`config.mk`:
```
export PLATFORM = sky130hd
export DESIGN_NAME = apc_ctrl
export DESIGN_NICKNAME = d
export VERILOG_FILES = /design/src/logic/apc_pkg.sv /design/src/logic/apc_tick.sv /design/src/logic/apc_coder.sv /design/src/logic/apc_ctrl.sv
export SDC_FILE = /design/constraint.sdc
export NUM_CORES = 1
export LEC_CHECK = 0
export BUFFER_PORTS_ARGS = -buffer_cell sky130_fd_sc_hd__buf_4
export CORE_MARGIN = 1
export CORE_UTILIZATION = 45
export CTS_BUF_LIST = sky130_fd_sc_hd__clkbuf_8
export DETAILED_ROUTE_END_ITERATION = 8
export PLACE_DENSITY_LB_ADDON = 0.12
export SLEW_MARGIN = 25
export SYNTH_ARGS = -nofsm -noshare
export SYNTH_HDL_FRONTEND = slang
export SYNTH_HIERARCHICAL = 1
export SYNTH_SLANG_ARGS = --single-unit
```
`constraint.sdc`:
```
create_clock -name ref_clk -period 2.6 [get_ports ref_clk]
set_input_delay 0 -clock ref_clk [delete_from_list [all_inputs] [get_ports ref_clk]]
set_output_delay 0 -clock ref_clk [all_outputs]
set_load 0.02 [all_outputs]
```
`src/logic/apc_pkg.sv`:
```
// Purpose: Shared constants for the converter power-state and coding block.
// Assumes: ref_clk at 250 MHz; two-wire pins sampled synchronously.
// Notes:   Figures here are used by every design file of the block.
package apc_pkg;

   // Reference clock and internal conversion clock rates
   localparam int unsigned REF_CLK_KHZ    = 250000;
   localparam int unsigned CONV_CLK_KHZ   = 1560;
   // Reference clock cycles per conversion clock, rounded down
   localparam int unsigned CONV_TICK_DIV  = REF_CLK_KHZ / CONV_CLK_KHZ;
   // Conversion clocks that make up one conversion
   localparam int unsigned CONV_TICKS     = 12;

   // Result and control widths
   localparam int unsigned RES_W          = 12;
   localparam int unsigned BYTE_W         = 8;

   // Fixed upper part of the 7-bit slave address
   localparam logic [3:0]  SLAVE_ADDR_HI  = 4'h5;

   // Control byte field positions
   localparam int unsigned CTL_START_BIT  = 7;
   localparam int unsigned CTL_CHAN_LSB   = 4;
   localparam int unsigned CTL_RANGE_BIT  = 3;
   localparam int unsigned CTL_POL_BIT    = 2;
   localparam int unsigned CTL_PD_HI_BIT  = 1;
   localparam int unsigned CTL_PD_LO_BIT  = 0;

   // Values after reset
   localparam logic [7:0]  CTL_RESET      = 8'h00;
   localparam logic [11:0] RES_RESET      = 12'h000;

   // Bits per byte, acknowledge slot not counted
   localparam logic [3:0]  BITS_PER_BYTE  = 4'h8;

   // Power states
   typedef enum logic [1:0] {
      APC_PWR_NORMAL,
      APC_PWR_STANDBY,
      APC_PWR_FULL
   } apc_pwr_t;

   // Serial slave states
   typedef enum logic [2:0] {
      APC_SS_IDLE,
      APC_SS_ADDR,
      APC_SS_ADDR_ACK,
      APC_SS_WDATA,
      APC_SS_WDATA_ACK,
      APC_SS_RDATA,
      APC_SS_RACK
   } apc_ser_t;

endpackage : apc_pkg

```
`src/logic/apc_tick.sv`:
```
// Purpose: Conversion clock enable, one pulse every DIV reference cycles.
// Assumes: clr restarts the period so a conversion begins on a full period.
// Notes:   Pulse is one ref_clk cycle wide.
module apc_tick #(
   parameter int unsigned DIV = apc_pkg::CONV_TICK_DIV
) (
   // Clock and reset
   input  wire logic ref_clk,
   input  wire logic rst,
   // Control and pulse
   input  wire logic clr,
   output logic      tick
);

   localparam int unsigned CW = $clog2(DIV + 1);

   // Elaboration check: a period below two cycles cannot wrap
   if (DIV < 2) begin : g_bad_div
      $error("apc_tick: DIV must be at least 2");
   end

   logic [CW-1:0] cnt_q;
   logic [CW-1:0] cnt_d;
   wire           wrap = (cnt_q == CW'(DIV - 1));

   // Next count wraps at the end of each period
   assign cnt_d = (clr | wrap) ? '0 : cnt_q + CW'(1);
   assign tick  = wrap & ~clr;

   // Period counter
   always_ff @(posedge ref_clk or posedge rst) begin
      if (rst) begin
         cnt_q <= '0;
      end else begin
         cnt_q <= cnt_d;
      end
   end

endmodule : apc_tick

```
`src/logic/apc_coder.sv`:
```
// Purpose: Turns the raw offset-binary converter code into the output code.
// Assumes: raw code 0 is negative full scale in bipolar, zero in unipolar.
// Notes:   Purely combinational; the caller registers the result.
module apc_coder #(
   parameter int unsigned W = apc_pkg::RES_W
) (
   // Raw code and mode
   input  wire logic [W-1:0] raw,
   input  wire logic         bipolar,
   // Coded result
   output logic      [W-1:0] coded
);

   // Elaboration check: a sign bit needs at least one bit below it
   if (W < 2) begin : g_bad_w
      $error("apc_coder: W must be at least 2");
   end

   // Unipolar passes straight binary; bipolar flips the sign bit
   assign coded = bipolar ? {~raw[W-1], raw[W-2:0]} : raw;

endmodule : apc_coder

```
`src/logic/apc_ctrl.sv`:
```
// Purpose: Power-state control, two-wire slave port and result coding of a
//          12-bit acquisition converter.
// Assumes: scl_i/sda_i are already synchronous to ref_clk and are slow
//          against it; the analog core presents raw_code at end of conversion.
// Notes:   sda is open drain: the block only ever pulls the line low.
//
// How it works
// - Reset leaves normal power, slave idle.
// - Reset clears control byte and result.
// - Power-down select bits pick standby or full.
// - Software power-down waits for conversion end.
// - Slave port runs in every power state.
// - Address match with write wakes next bit.
// - Shutdown pin forces full power-down, aborts.
// - Standby keeps buffer; full keeps bandgap only.
// - Standby each conversion auto-sleeps, no restart delay.
// - Unipolar result is straight binary.
// - Bipolar result is two's complement.
// - Select hi 0 normal, 10 standby, 11 full.
// - Control bit 2 chooses unipolar or bipolar.
// - Read sends bits 11-4, then 3-0, zeros.
// - Conversion starts at stop, conversion clock timed.
module apc_ctrl #(
   parameter int unsigned CONV_DIV   = apc_pkg::CONV_TICK_DIV,
   parameter int unsigned CONV_TICKS = apc_pkg::CONV_TICKS
) (
   // Clock and reset
   input  wire logic        ref_clk,
   input  wire logic        rst,
   // Two-wire serial slave pins
   input  wire logic        scl_i,
   input  wire logic        sda_i,
   output logic             sda_o,
   output logic             sda_oe,
   input  wire logic [2:0]  addr_pins,
   // Hardware shutdown, active low
   input  wire logic        hw_shutdown_n,
   // Analog core interface
   input  wire logic [11:0] raw_code,
   output logic [2:0]       channel_select,
   output logic             range_select,
   output logic             polarity_select,
   output logic             acquire,
   output logic             conv_busy,
   // Power status and reference enables
   output logic             standby_powerdown,
   output logic             full_powerdown,
   output logic             bandgap_en,
   output logic             ref_buffer_en,
   // Stored result
   output logic [11:0]      result
);

   // Elaboration check: the conversion tick counter is eight bits wide
   if (CONV_TICKS < 1 || CONV_TICKS > 255) begin : g_bad_ticks
      $error("apc_ctrl: CONV_TICKS must be 1 to 255");
   end

   // ---------------------------------------------------------------
   // Registers
   // ---------------------------------------------------------------
   apc_pkg::apc_ser_t ser_q, ser_d;
   apc_pkg::apc_pwr_t pwr_q, pwr_d;
   logic [7:0]  rx_q, rx_d;
   logic [7:0]  tx_q, tx_d;
   logic [3:0]  bit_q, bit_d;
   logic        rw_q, rw_d;
   logic        byte2_q, byte2_d;
   logic        scl_q;
   logic        sda_q;
   logic        hw_shutdown_n_q;
   logic [7:0]  ctl_q, ctl_d;
   logic        got_ctl_q, got_ctl_d;
   logic        busy_q, busy_d;
   logic [7:0]  tcnt_q, tcnt_d;
   logic        pend_q, pend_d;
   logic [11:0] res_q, res_d;

   // ---------------------------------------------------------------
   // Bus event decode
   // ---------------------------------------------------------------
   wire scl_rise   = scl_i & ~scl_q;
   wire scl_fall   = ~scl_i & scl_q;
   wire bus_start  = scl_i & scl_q & sda_q & ~sda_i;
   wire bus_stop   = scl_i & scl_q & ~sda_q & sda_i;
   wire byte_done  = (bit_q == apc_pkg::BITS_PER_BYTE);
   wire addr_hit   = (rx_q[7:1] == {apc_pkg::SLAVE_ADDR_HI, addr_pins});
   wire hw_shutdown_n_act   = ~hw_shutdown_n;
   wire hw_shutdown_n_rel   = hw_shutdown_n & ~hw_shutdown_n_q;

   // Wake on the bit after an address match with write direction
   wire wake       = (ser_q == apc_pkg::APC_SS_ADDR_ACK) & ~rw_q & scl_rise;

   // Read bytes: high bits first, then low bits padded with zeros
   wire [7:0] rd_hi = res_q[11:4];
   wire [7:0] rd_lo = {res_q[3:0], 4'h0};

   // Control byte fields
   wire       pd_hi  = ctl_q[apc_pkg::CTL_PD_HI_BIT];
   wire       pd_lo  = ctl_q[apc_pkg::CTL_PD_LO_BIT];
   wire [7:0] rx_new = rx_d;

   // Conversion clock
   logic conv_tick;
   wire  conv_start = bus_stop & got_ctl_q & hw_shutdown_n;
   wire  conv_end   = busy_q & conv_tick & (tcnt_q == 8'(CONV_TICKS - 1));

   apc_tick #(
      .DIV     (CONV_DIV)
   ) u_tick (
      .ref_clk (ref_clk),
      .rst     (rst),
      .clr     (conv_start),
      .tick    (conv_tick)
   );

   // Output coding follows the stored polarity bit
   logic [11:0] coded;

   apc_coder #(
      .W       (apc_pkg::RES_W)
   ) u_coder (
      .raw     (raw_code),
      .bipolar (ctl_q[apc_pkg::CTL_POL_BIT]),
      .coded   (coded)
   );

   // ---------------------------------------------------------------
   // Serial slave next state; kept alive in every power state
   // ---------------------------------------------------------------
   always_comb begin
      ser_d     = ser_q;
      rx_d      = rx_q;
      tx_d      = tx_q;
      bit_d     = bit_q;
      rw_d      = rw_q;
      byte2_d   = byte2_q;
      ctl_d     = ctl_q;
      got_ctl_d = got_ctl_q;
      if (scl_rise && (ser_q == apc_pkg::APC_SS_ADDR || ser_q == apc_pkg::APC_SS_WDATA)) begin
         rx_d  = {rx_q[6:0], sda_i};
         bit_d = bit_q + 4'h1;
      end else if (scl_rise && ser_q == apc_pkg::APC_SS_RDATA) begin
         bit_d = bit_q + 4'h1;
      end
      if (bus_start) begin
         ser_d     = apc_pkg::APC_SS_ADDR;
         bit_d     = 4'h0;
         got_ctl_d = 1'b0;
      end else if (bus_stop) begin
         ser_d     = apc_pkg::APC_SS_IDLE;
         got_ctl_d = 1'b0;
      end else if (scl_fall) begin
         unique case (ser_q)
            apc_pkg::APC_SS_IDLE: begin
               ser_d = apc_pkg::APC_SS_IDLE;
            end
            apc_pkg::APC_SS_ADDR: begin
               if (byte_done) begin
                  ser_d = addr_hit ? apc_pkg::APC_SS_ADDR_ACK : apc_pkg::APC_SS_IDLE;
                  rw_d  = rx_q[0];
               end
            end
            apc_pkg::APC_SS_ADDR_ACK: begin
               bit_d   = 4'h0;
               byte2_d = 1'b0;
               tx_d    = rd_hi;
               ser_d   = rw_q ? apc_pkg::APC_SS_RDATA : apc_pkg::APC_SS_WDATA;
            end
            apc_pkg::APC_SS_WDATA: begin
               if (byte_done) begin
                  ser_d = apc_pkg::APC_SS_WDATA_ACK;
                  // A byte counts as control only when its top bit is set
                  if (rx_new[apc_pkg::CTL_START_BIT]) begin
                     ctl_d     = rx_new;
                     got_ctl_d = 1'b1;
                  end
               end
            end
            apc_pkg::APC_SS_WDATA_ACK: begin
               bit_d = 4'h0;
               ser_d = apc_pkg::APC_SS_WDATA;
            end
            apc_pkg::APC_SS_RDATA: begin
               if (byte_done) begin
                  ser_d = apc_pkg::APC_SS_RACK;
               end else begin
                  tx_d = {tx_q[6:0], 1'b0};
               end
            end
            apc_pkg::APC_SS_RACK: begin
               // Acknowledge asks for the next byte, alternating hi and lo;
               // a not-acknowledge frees the line so the master can stop
               bit_d   = 4'h0;
               byte2_d = ~byte2_q;
               tx_d    = byte2_q ? rd_hi : rd_lo;
               ser_d   = sda_q ? apc_pkg::APC_SS_IDLE : apc_pkg::APC_SS_RDATA;
            end
            default: begin
               ser_d = apc_pkg::APC_SS_IDLE;
            end
         endcase
      end
   end

   // Open-drain drive: acknowledge slots and zero data bits pull low
   assign sda_o  = 1'b0;
   assign sda_oe = (ser_q == apc_pkg::APC_SS_ADDR_ACK) |
                   (ser_q == apc_pkg::APC_SS_WDATA_ACK) |
                   ((ser_q == apc_pkg::APC_SS_RDATA) & ~tx_q[7]);

   // ---------------------------------------------------------------
   // Conversion sequencing
   // ---------------------------------------------------------------
   always_comb begin
      busy_d = busy_q;
      tcnt_d = tcnt_q;
      res_d  = res_q;
      if (hw_shutdown_n_act) begin
         busy_d = 1'b0;
         tcnt_d = 8'h00;
      end else if (conv_start) begin
         busy_d = 1'b1;
         tcnt_d = 8'h00;
      end else if (conv_end) begin
         busy_d = 1'b0;
         res_d  = coded;
      end else if (busy_q && conv_tick) begin
         tcnt_d = tcnt_q + 8'h01;
      end
   end

   // ---------------------------------------------------------------
   // Power state: pending software request, wake and shutdown
   // ---------------------------------------------------------------
   always_comb begin
      pwr_d  = pwr_q;
      pend_d = pend_q;
      if (hw_shutdown_n_act) begin
         pwr_d  = apc_pkg::APC_PWR_FULL;
         pend_d = 1'b0;
      end else if (hw_shutdown_n_rel) begin
         pwr_d  = apc_pkg::APC_PWR_NORMAL;
      end else if (wake) begin
         pwr_d  = apc_pkg::APC_PWR_NORMAL;
         pend_d = 1'b0;
      end else if (conv_start) begin
         pend_d = pd_hi;
      end else if (conv_end && pend_q) begin
         // Standby each time gives automatic sleep after every result
         pwr_d  = pd_lo ? apc_pkg::APC_PWR_FULL : apc_pkg::APC_PWR_STANDBY;
         pend_d = 1'b0;
      end
   end

   // Reference enables per power state
   assign bandgap_en        = 1'b1;
   assign ref_buffer_en     = (pwr_q != apc_pkg::APC_PWR_FULL);
   assign standby_powerdown = (pwr_q == apc_pkg::APC_PWR_STANDBY);
   assign full_powerdown    = (pwr_q == apc_pkg::APC_PWR_FULL);

   // Analog core selects straight from the stored control byte; acquire, busy and result from their own registers
   assign channel_select  = ctl_q[apc_pkg::CTL_CHAN_LSB +: 3];
   assign range_select    = ctl_q[apc_pkg::CTL_RANGE_BIT];
   assign polarity_select = ctl_q[apc_pkg::CTL_POL_BIT];
   assign acquire         = got_ctl_q;
   assign conv_busy       = busy_q;
   assign result          = res_q;

   // Serial slave registers
   always_ff @(posedge ref_clk or posedge rst) begin
      if (rst) begin
         ser_q   <= apc_pkg::APC_SS_IDLE;
         rx_q    <= 8'h00;
         tx_q    <= 8'h00;
         bit_q   <= 4'h0;
         rw_q    <= 1'b0;
         byte2_q <= 1'b0;
         scl_q   <= 1'b1;
         sda_q   <= 1'b1;
      end else begin
         ser_q   <= ser_d;
         rx_q    <= rx_d;
         tx_q    <= tx_d;
         bit_q   <= bit_d;
         rw_q    <= rw_d;
         byte2_q <= byte2_d;
         scl_q   <= scl_i;
         sda_q   <= sda_i;
      end
   end

   // Control, conversion and power registers
   always_ff @(posedge ref_clk or posedge rst) begin
      if (rst) begin
         ctl_q     <= apc_pkg::CTL_RESET;
         res_q     <= apc_pkg::RES_RESET;
         got_ctl_q <= 1'b0;
         busy_q    <= 1'b0;
         tcnt_q    <= 8'h00;
         pend_q    <= 1'b0;
         pwr_q     <= apc_pkg::APC_PWR_NORMAL;
         hw_shutdown_n_q    <= 1'b1;
      end else begin
         ctl_q     <= ctl_d;
         res_q     <= res_d;
         got_ctl_q <= got_ctl_d;
         busy_q    <= busy_d;
         tcnt_q    <= tcnt_d;
         pend_q    <= pend_d;
         pwr_q     <= pwr_d;
         hw_shutdown_n_q    <= hw_shutdown_n;
      end
   end

endmodule : apc_ctrl

```
Word level (Yosys, flattened, before mapping). Index checks and enable logic that the tools add are counted.

Output and inout bits: 25. Memory bits (read-only): 0. Latch bits: 0. Input port bits: 20. Bits in registers: 68. Memories: 0. RAM bits: 0.

Div/mod/pow operators: 0. Shift-type cells: 0. Multiplexer cells: 47. Reduce and logical (&&, ||, !) cells: 22. Magnitude comparators: 0. Equal/unequal tests: 24. Bitwise operators: 31. $add $sub $neg: 3. Multipliers: 0.

Operators by type and width (count): two-way mux 8 bit (8); two-way mux 3 bit (8); two-way mux 4 bit (6); one-hot mux 8 bit (3 select lines) (1); one-hot mux 3 bit (6 select lines) (1); adder 8 x 1 -> 8 bit, second input constant (2); AND 1 bit (16); != test 4 bit, second input constant (4); nonzero test 3 bit (5); two-way mux 1 bit (14); two-way mux 2 bit (7); two-way mux 12 bit (1); NOT 1 bit (12); AND reduction 4 bit (3); AND reduction 5 bit (2); equality test 3 bit, second input constant (3); equality test 8 x 4 -> 1 bit, second input constant (1); equality test 8 bit, second input constant (1); != test 4 x 1 -> 1 bit, second input constant (2); equality test 7 x 6 -> 1 bit (1); equality test 3 x 2 -> 1 bit, second input constant (2); != test 2 bit, second input constant (3); != test 3 x 1 -> 1 bit, second input constant (2); AND reduction 2 bit (3); 14 further kinds (19).

Logic depth before layout (Yosys ltp).
Depth after elaboration: 15. Gate-level depth with buffers: 8. Depth with buffers taken out: 7.

Modules after synthesis. Netlist, hierarchy kept.

By module, submodules not included: apc_ctrl (times used 1, seq. area each 1505.2 µm², area each 3047.9 µm², cells an instance 260); apc_tick (times used 1, seq. area each 200.2 µm², area each 392.9 µm², cells an instance 40); apc_coder (times used 1, seq. area each 0.0 µm², area each 91.3 µm², cells an instance 12).

Worst setup path after synthesis. Ideal clock, no wire load.

Path type: register -> register. Start point: register scl_q. End point: register res_q[5] (netlist: result[5]). Setup slack: 0.191 ns. Period minus slack after synthesis: 2.409 ns. Arrival: 2.281 ns. Stages on the path, launching flop included: 9. Setup time: 0.127 ns. Path through: dfstp_2 > nand2_2 > nor4_1 > nor4_1 > and2_1 > nand3_1 > nor2_2 > buf_6 > mux2_1.

Longest elaborated chain between the ends: 10.

RTL lines: from (decl) (line apc_ctrl.sv:69) `logic scl_q;`; from (signal assigned) (line apc_ctrl.sv:288) `scl_q <= scl_i;`; AND 1 bit (3 in a row) (line apc_ctrl.sv:85) `wire bus_stop = scl_i & scl_q & ~sda_q & sda_i;`; AND 1 bit (2 in a row) (line apc_ctrl.sv:105) `wire conv_start = bus_stop & got_ctl_q & hw_shutdown_n;`; NOT 1 bit (no source line); AND 1 bit (line apc_tick.sv:28) `assign tick = wrap & ~clr;`; named net conv_tick (line apc_ctrl.sv:104) `logic conv_tick;`; AND 1 bit (2 in a row) (line apc_ctrl.sv:106) `wire conv_end = busy_q & conv_tick & (tcnt_q == 8'(CONV_TICKS - 1));`; AND reduction 3 bit (no source line); to (signal assigned) (line apc_ctrl.sv:297) `res_q <= apc_pkg::RES_RESET;`; to (signal assigned) (line apc_ctrl.sv:306) `res_q <= res_d;`; to (decl) (line apc_ctrl.sv:77) `logic [11:0] res_q, res_d;`.

The timed path passes the listed nets, and every way through them passes these cells. A chain may end at the register's enable or synchronous reset.

Worst setup path in the final report.
Start point: register u_tick.cnt_q[0]. End point: register res_q[9] (netlist: result[9]).

Longest elaborated chain between the ends: 5.

RTL lines: from (decl) (line apc_tick.sv:22) `logic [CW-1:0] cnt_q;`; from (signal assigned) (line apc_tick.sv:35) `cnt_q <= cnt_d;`; equality test 8 bit (line apc_tick.sv:24) `wire wrap = (cnt_q == CW'(DIV - 1));`; AND 1 bit (line apc_tick.sv:28); named net conv_tick (line apc_ctrl.sv:104); AND 1 bit (2 in a row) (line apc_ctrl.sv:106); AND reduction 3 bit (no source line).

The timed path passes the listed nets, and every way through them passes these cells.

==> results.json <==
{
  "yosysWarningCount": 6,
  "dp_cells": 436,
  "ant_nets": 0,
  "cts_setup_buffers": 0,
  "holdPathEnd": "result[11]$_DFFE_PP0P_",
  "firstDrtPassIters": 5,
  "min_from": "raw_code[11]",
  "synth_seq_cells": 68,
  "worstReg2RegStart": "u_tick/cnt_q[0]$_DFF_PP0_",
  "fin_area_sq_um": 4190,
  "numCtsBuffers": 9,
  "grt_pass1_vias": 2361,
  "setup_violations": 0,
  "rsz0062_at_grt": "false",
  "power_mw": 2.009,
  "fin_skew_ps": 8.942,
  "critPathKind": "flop to flop",
  "drive_above_1_share_pct": 31.25,
  "switching_share_pct": 23.45,
  "ys_types": 61,
  "io_buffers": 42,
  "reg2regPathDepth": 8,
  "status": "finished clean",
  "drv_slew": 0,
  "placementRows": 31,
  "arrival_ps": 2620,
  "power.share.clock_pct": 37.8,
  "final-seq-area_sq_um": 1705,
  "grt_pass1_wl_mm": 11.58,
  "post-route-min-period_ps": 2396,
  "placed_area_sq_um": 3865,
  "htree_levels": 3,
  "worstMarginPinSlew_ps": 756.5,
  "hpwl_mm": 4.660,
  "cp.required_ps": 2820,
  "multi_input_area_sq_um": 1597,
  "hold_class": "input pin to flop",
  "area_growth_pct": 18.63,
  "grt_antenna_before_repair": 0,
  "fill_cells": 669,
  "die_w_um": 90.60,
  "synth_ff_type": "dfrtp_1",
  "ctsResizeCount": 0,
  "drc_errors": 0,
  "ff2ff_setup_slack_ps": 200,
  "grt_usage_pct": 18.02,
  "cts_tree": "done",
  "die_h_um": 90.60,
  "critPathLaunchType": "flop",
  "pwr-share-comb_pct": 7.4,
  "power_density_nw_per_um2": 479.4,
  "whs_ps": 128.1,
  "diodes": 0,
  "leakagePower_nw": 2.031,
  "cts_num_sinks": 68,
  "vias_per_cell": 5.120,
  "cp-end-kind": "flop",
  "async_flop_share_pct": 100.0,
  "maxSlewHeadroom_pct": 49.57,
  "timing.rr.end": "result[9]$_DFFE_PP0P_",
  "drtIter0Drc": 89,
  "cts.clk_slew.worst_paths_ps": 70,
  "setup_tns_ps": 0,
  "syn_avg_cell_area_sq_um": 11.32,
  "clock_latency_ps": 340,
  "worstPathMaxFanout": 12,
  "ir_drop_uv": 309.7,
  "syn-cell-area_sq_um": 3532,
  "overflow": 0,
  "seq_power_share_pct": 54.8,
  "routedWlPerCell_um": 14.38,
  "start_util_pct": 47.68,
  "syn-num-nets": 336,
  "cap_violations": 0,
  "fmax_mhz": 417.3,
  "clockBufferDepth": 2,
  "vias": 2391,
  "hold_viol_final": 0,
  "p_sw_uw": 471.0,
  "boundaryPins": 45,
  "hold_buffers": 15,
  "nNetsFinal": 387,
  "p_int_mw": 1.538,
  "grt_max_degree": 44,
  "stdcell_count": 467,
  "min_period_over_period_pct": 92.17,
  "routabilityCongestion": 0.7765,
  "core-area_sq_um": 7408,
  "synth_edf_count": 0,
  "syn_inst": 312,
  "ys_seq_area_share_pct": 48.28,
  "hold_path_depth": 3,
  "fp.dieArea_sq_um": 8207,
  "wirelength_mm": 6.717,
  "cts-root-buf": "clkbuf_8"
}
layer usage:
metal,up-vias,GRT usage [%],share of wire (%)
li1,1193,-,-
met3,4,5.556,3.2
met2,32,27.78,48
met5,-,0,0
met1,1162,24.21,48
met4,0,5.645,0.66
worst max-delay path, cell delays in order (launching register included):
cell and delay (ps):
dfrtp_1 390, ha_1 230, nand4_2 180, nor4_1 360
and2_1 240, nand3_1 180, nor2_2 130, buf_4 210
mux2_2 350
logic make-up (layout without fill, tap and decap cells):
group,Yosys count,count (layout),share of synthesized area [%]
compound gates,51,51,10.45
xor+xnor,17,17,4.215
fa+ha+maj,4,4,1.417
buf+inv,41,97,6.518
flops,68,68,48.28
mux,42,42,14.10
other cells,2,2,0.2126
simple gates,87,87,14.81
power groups by stage:
stage / Sequential, mW / Combinational, mW / Clock, mW
6_report: 1.10 / 0.148 / 0.759
5_1_grt: 1.11 / 0.168 / 0.843
4_1_cts: 1.10 / 0.151 / 0.798
3_5_place_dp: 1.12 / 0.133 / 0
3_3_place_gp: 1.12 / 0.132 / 0
2_1_floorplan: 1.11 / 0.100 / 0
stage by stage:
| stage | setup slack (ps) | utilization (%) |
|---|---|---|
| floorplan | 191.3 | - |
| global placement | 243.7 | 52.17 |
| detailed placement | 208.0 | 52.17 |
| CTS | 196.3 | 56.54 |
| global route | 23.64 | 56.56 |
| finish | 203.5 | 56.56 |
flip-flops by register name, indices dropped and copies added, names as in the netlist:
signal,flops
acquire,1
bit_q,4
byte2_q,1
conv_busy,1
ctl_q,7
hw_shutdown_n_q,1
pend_q,1
pwr_q,2
result,12
rw_q,1
rx_q,8
scl_q,1
sda_q,1
ser_q,3
tcnt_q,8
tx_q,8
u_tick/cnt_q,8
cell usage after synthesis (7+ instances only):
cell type  number  share of area [%]
inv_1          15                1.6
xor2_1          7                1.7
a22o_1          8                2.0
a21oi_1         9                1.3
dfrtp_1        65                 46
mux2_2         29                9.2
nand2_1        13                1.4
xnor2_1        10                2.5
nand3_1         8                1.1
o21ai_0        10                1.4
mux2_4          8                3.4
buf_4          16                3.4
nor2_1         19                2.0
cells in the final DEF (no fill, tap or decap), types with 9 or more instances in the layout:
cell	synthesis	routed
dfrtp_1	65	65
dlygate4sd3_1	0	15
inv_1	15	18
nor2_1	19	19
xnor2_1	10	10
a21oi_1	9	9
o21ai_0	10	10
clkbuf_8	0	11
mux2_2	29	29
buf_4	16	51
nand2_1	13	13
how the worst max path moves through the flow:
stage / from / endpoint / slack (ps)
after floorplan: scl_q$_DFF_PP1_ / result[5]$_DFFE_PP0P_ / 190
after global placement: u_tick/cnt_q[0]$_DFF_PP0_ / result[2]$_DFFE_PP0P_ / 240
after detailed placement: u_tick/cnt_q[0]$_DFF_PP0_ / result[6]$_DFFE_PP0P_ / 210
after CTS: u_tick/cnt_q[0]$_DFF_PP0_ / result[4]$_DFFE_PP0P_ / 200
after global routing: u_tick/cnt_q[0]$_DFF_PP0_ / result[4]$_DFFE_PP0P_ / 20
final: u_tick/cnt_q[0]$_DFF_PP0_ / result[9]$_DFFE_PP0P_ / 200
area by class of cell:
cell class / count / share of cell area, %
sequential: 68 / 40.70
multi-input combinational: 203 / 38.10
timing repair buffer: 66 / 12.72
clock buffer: 11 / 3.613
tap: 99 / 2.956
inverter: 15 / 1.374
clock inverter: 5 / 0.5375
No activity file was read; power rests on OpenSTA's default activity.
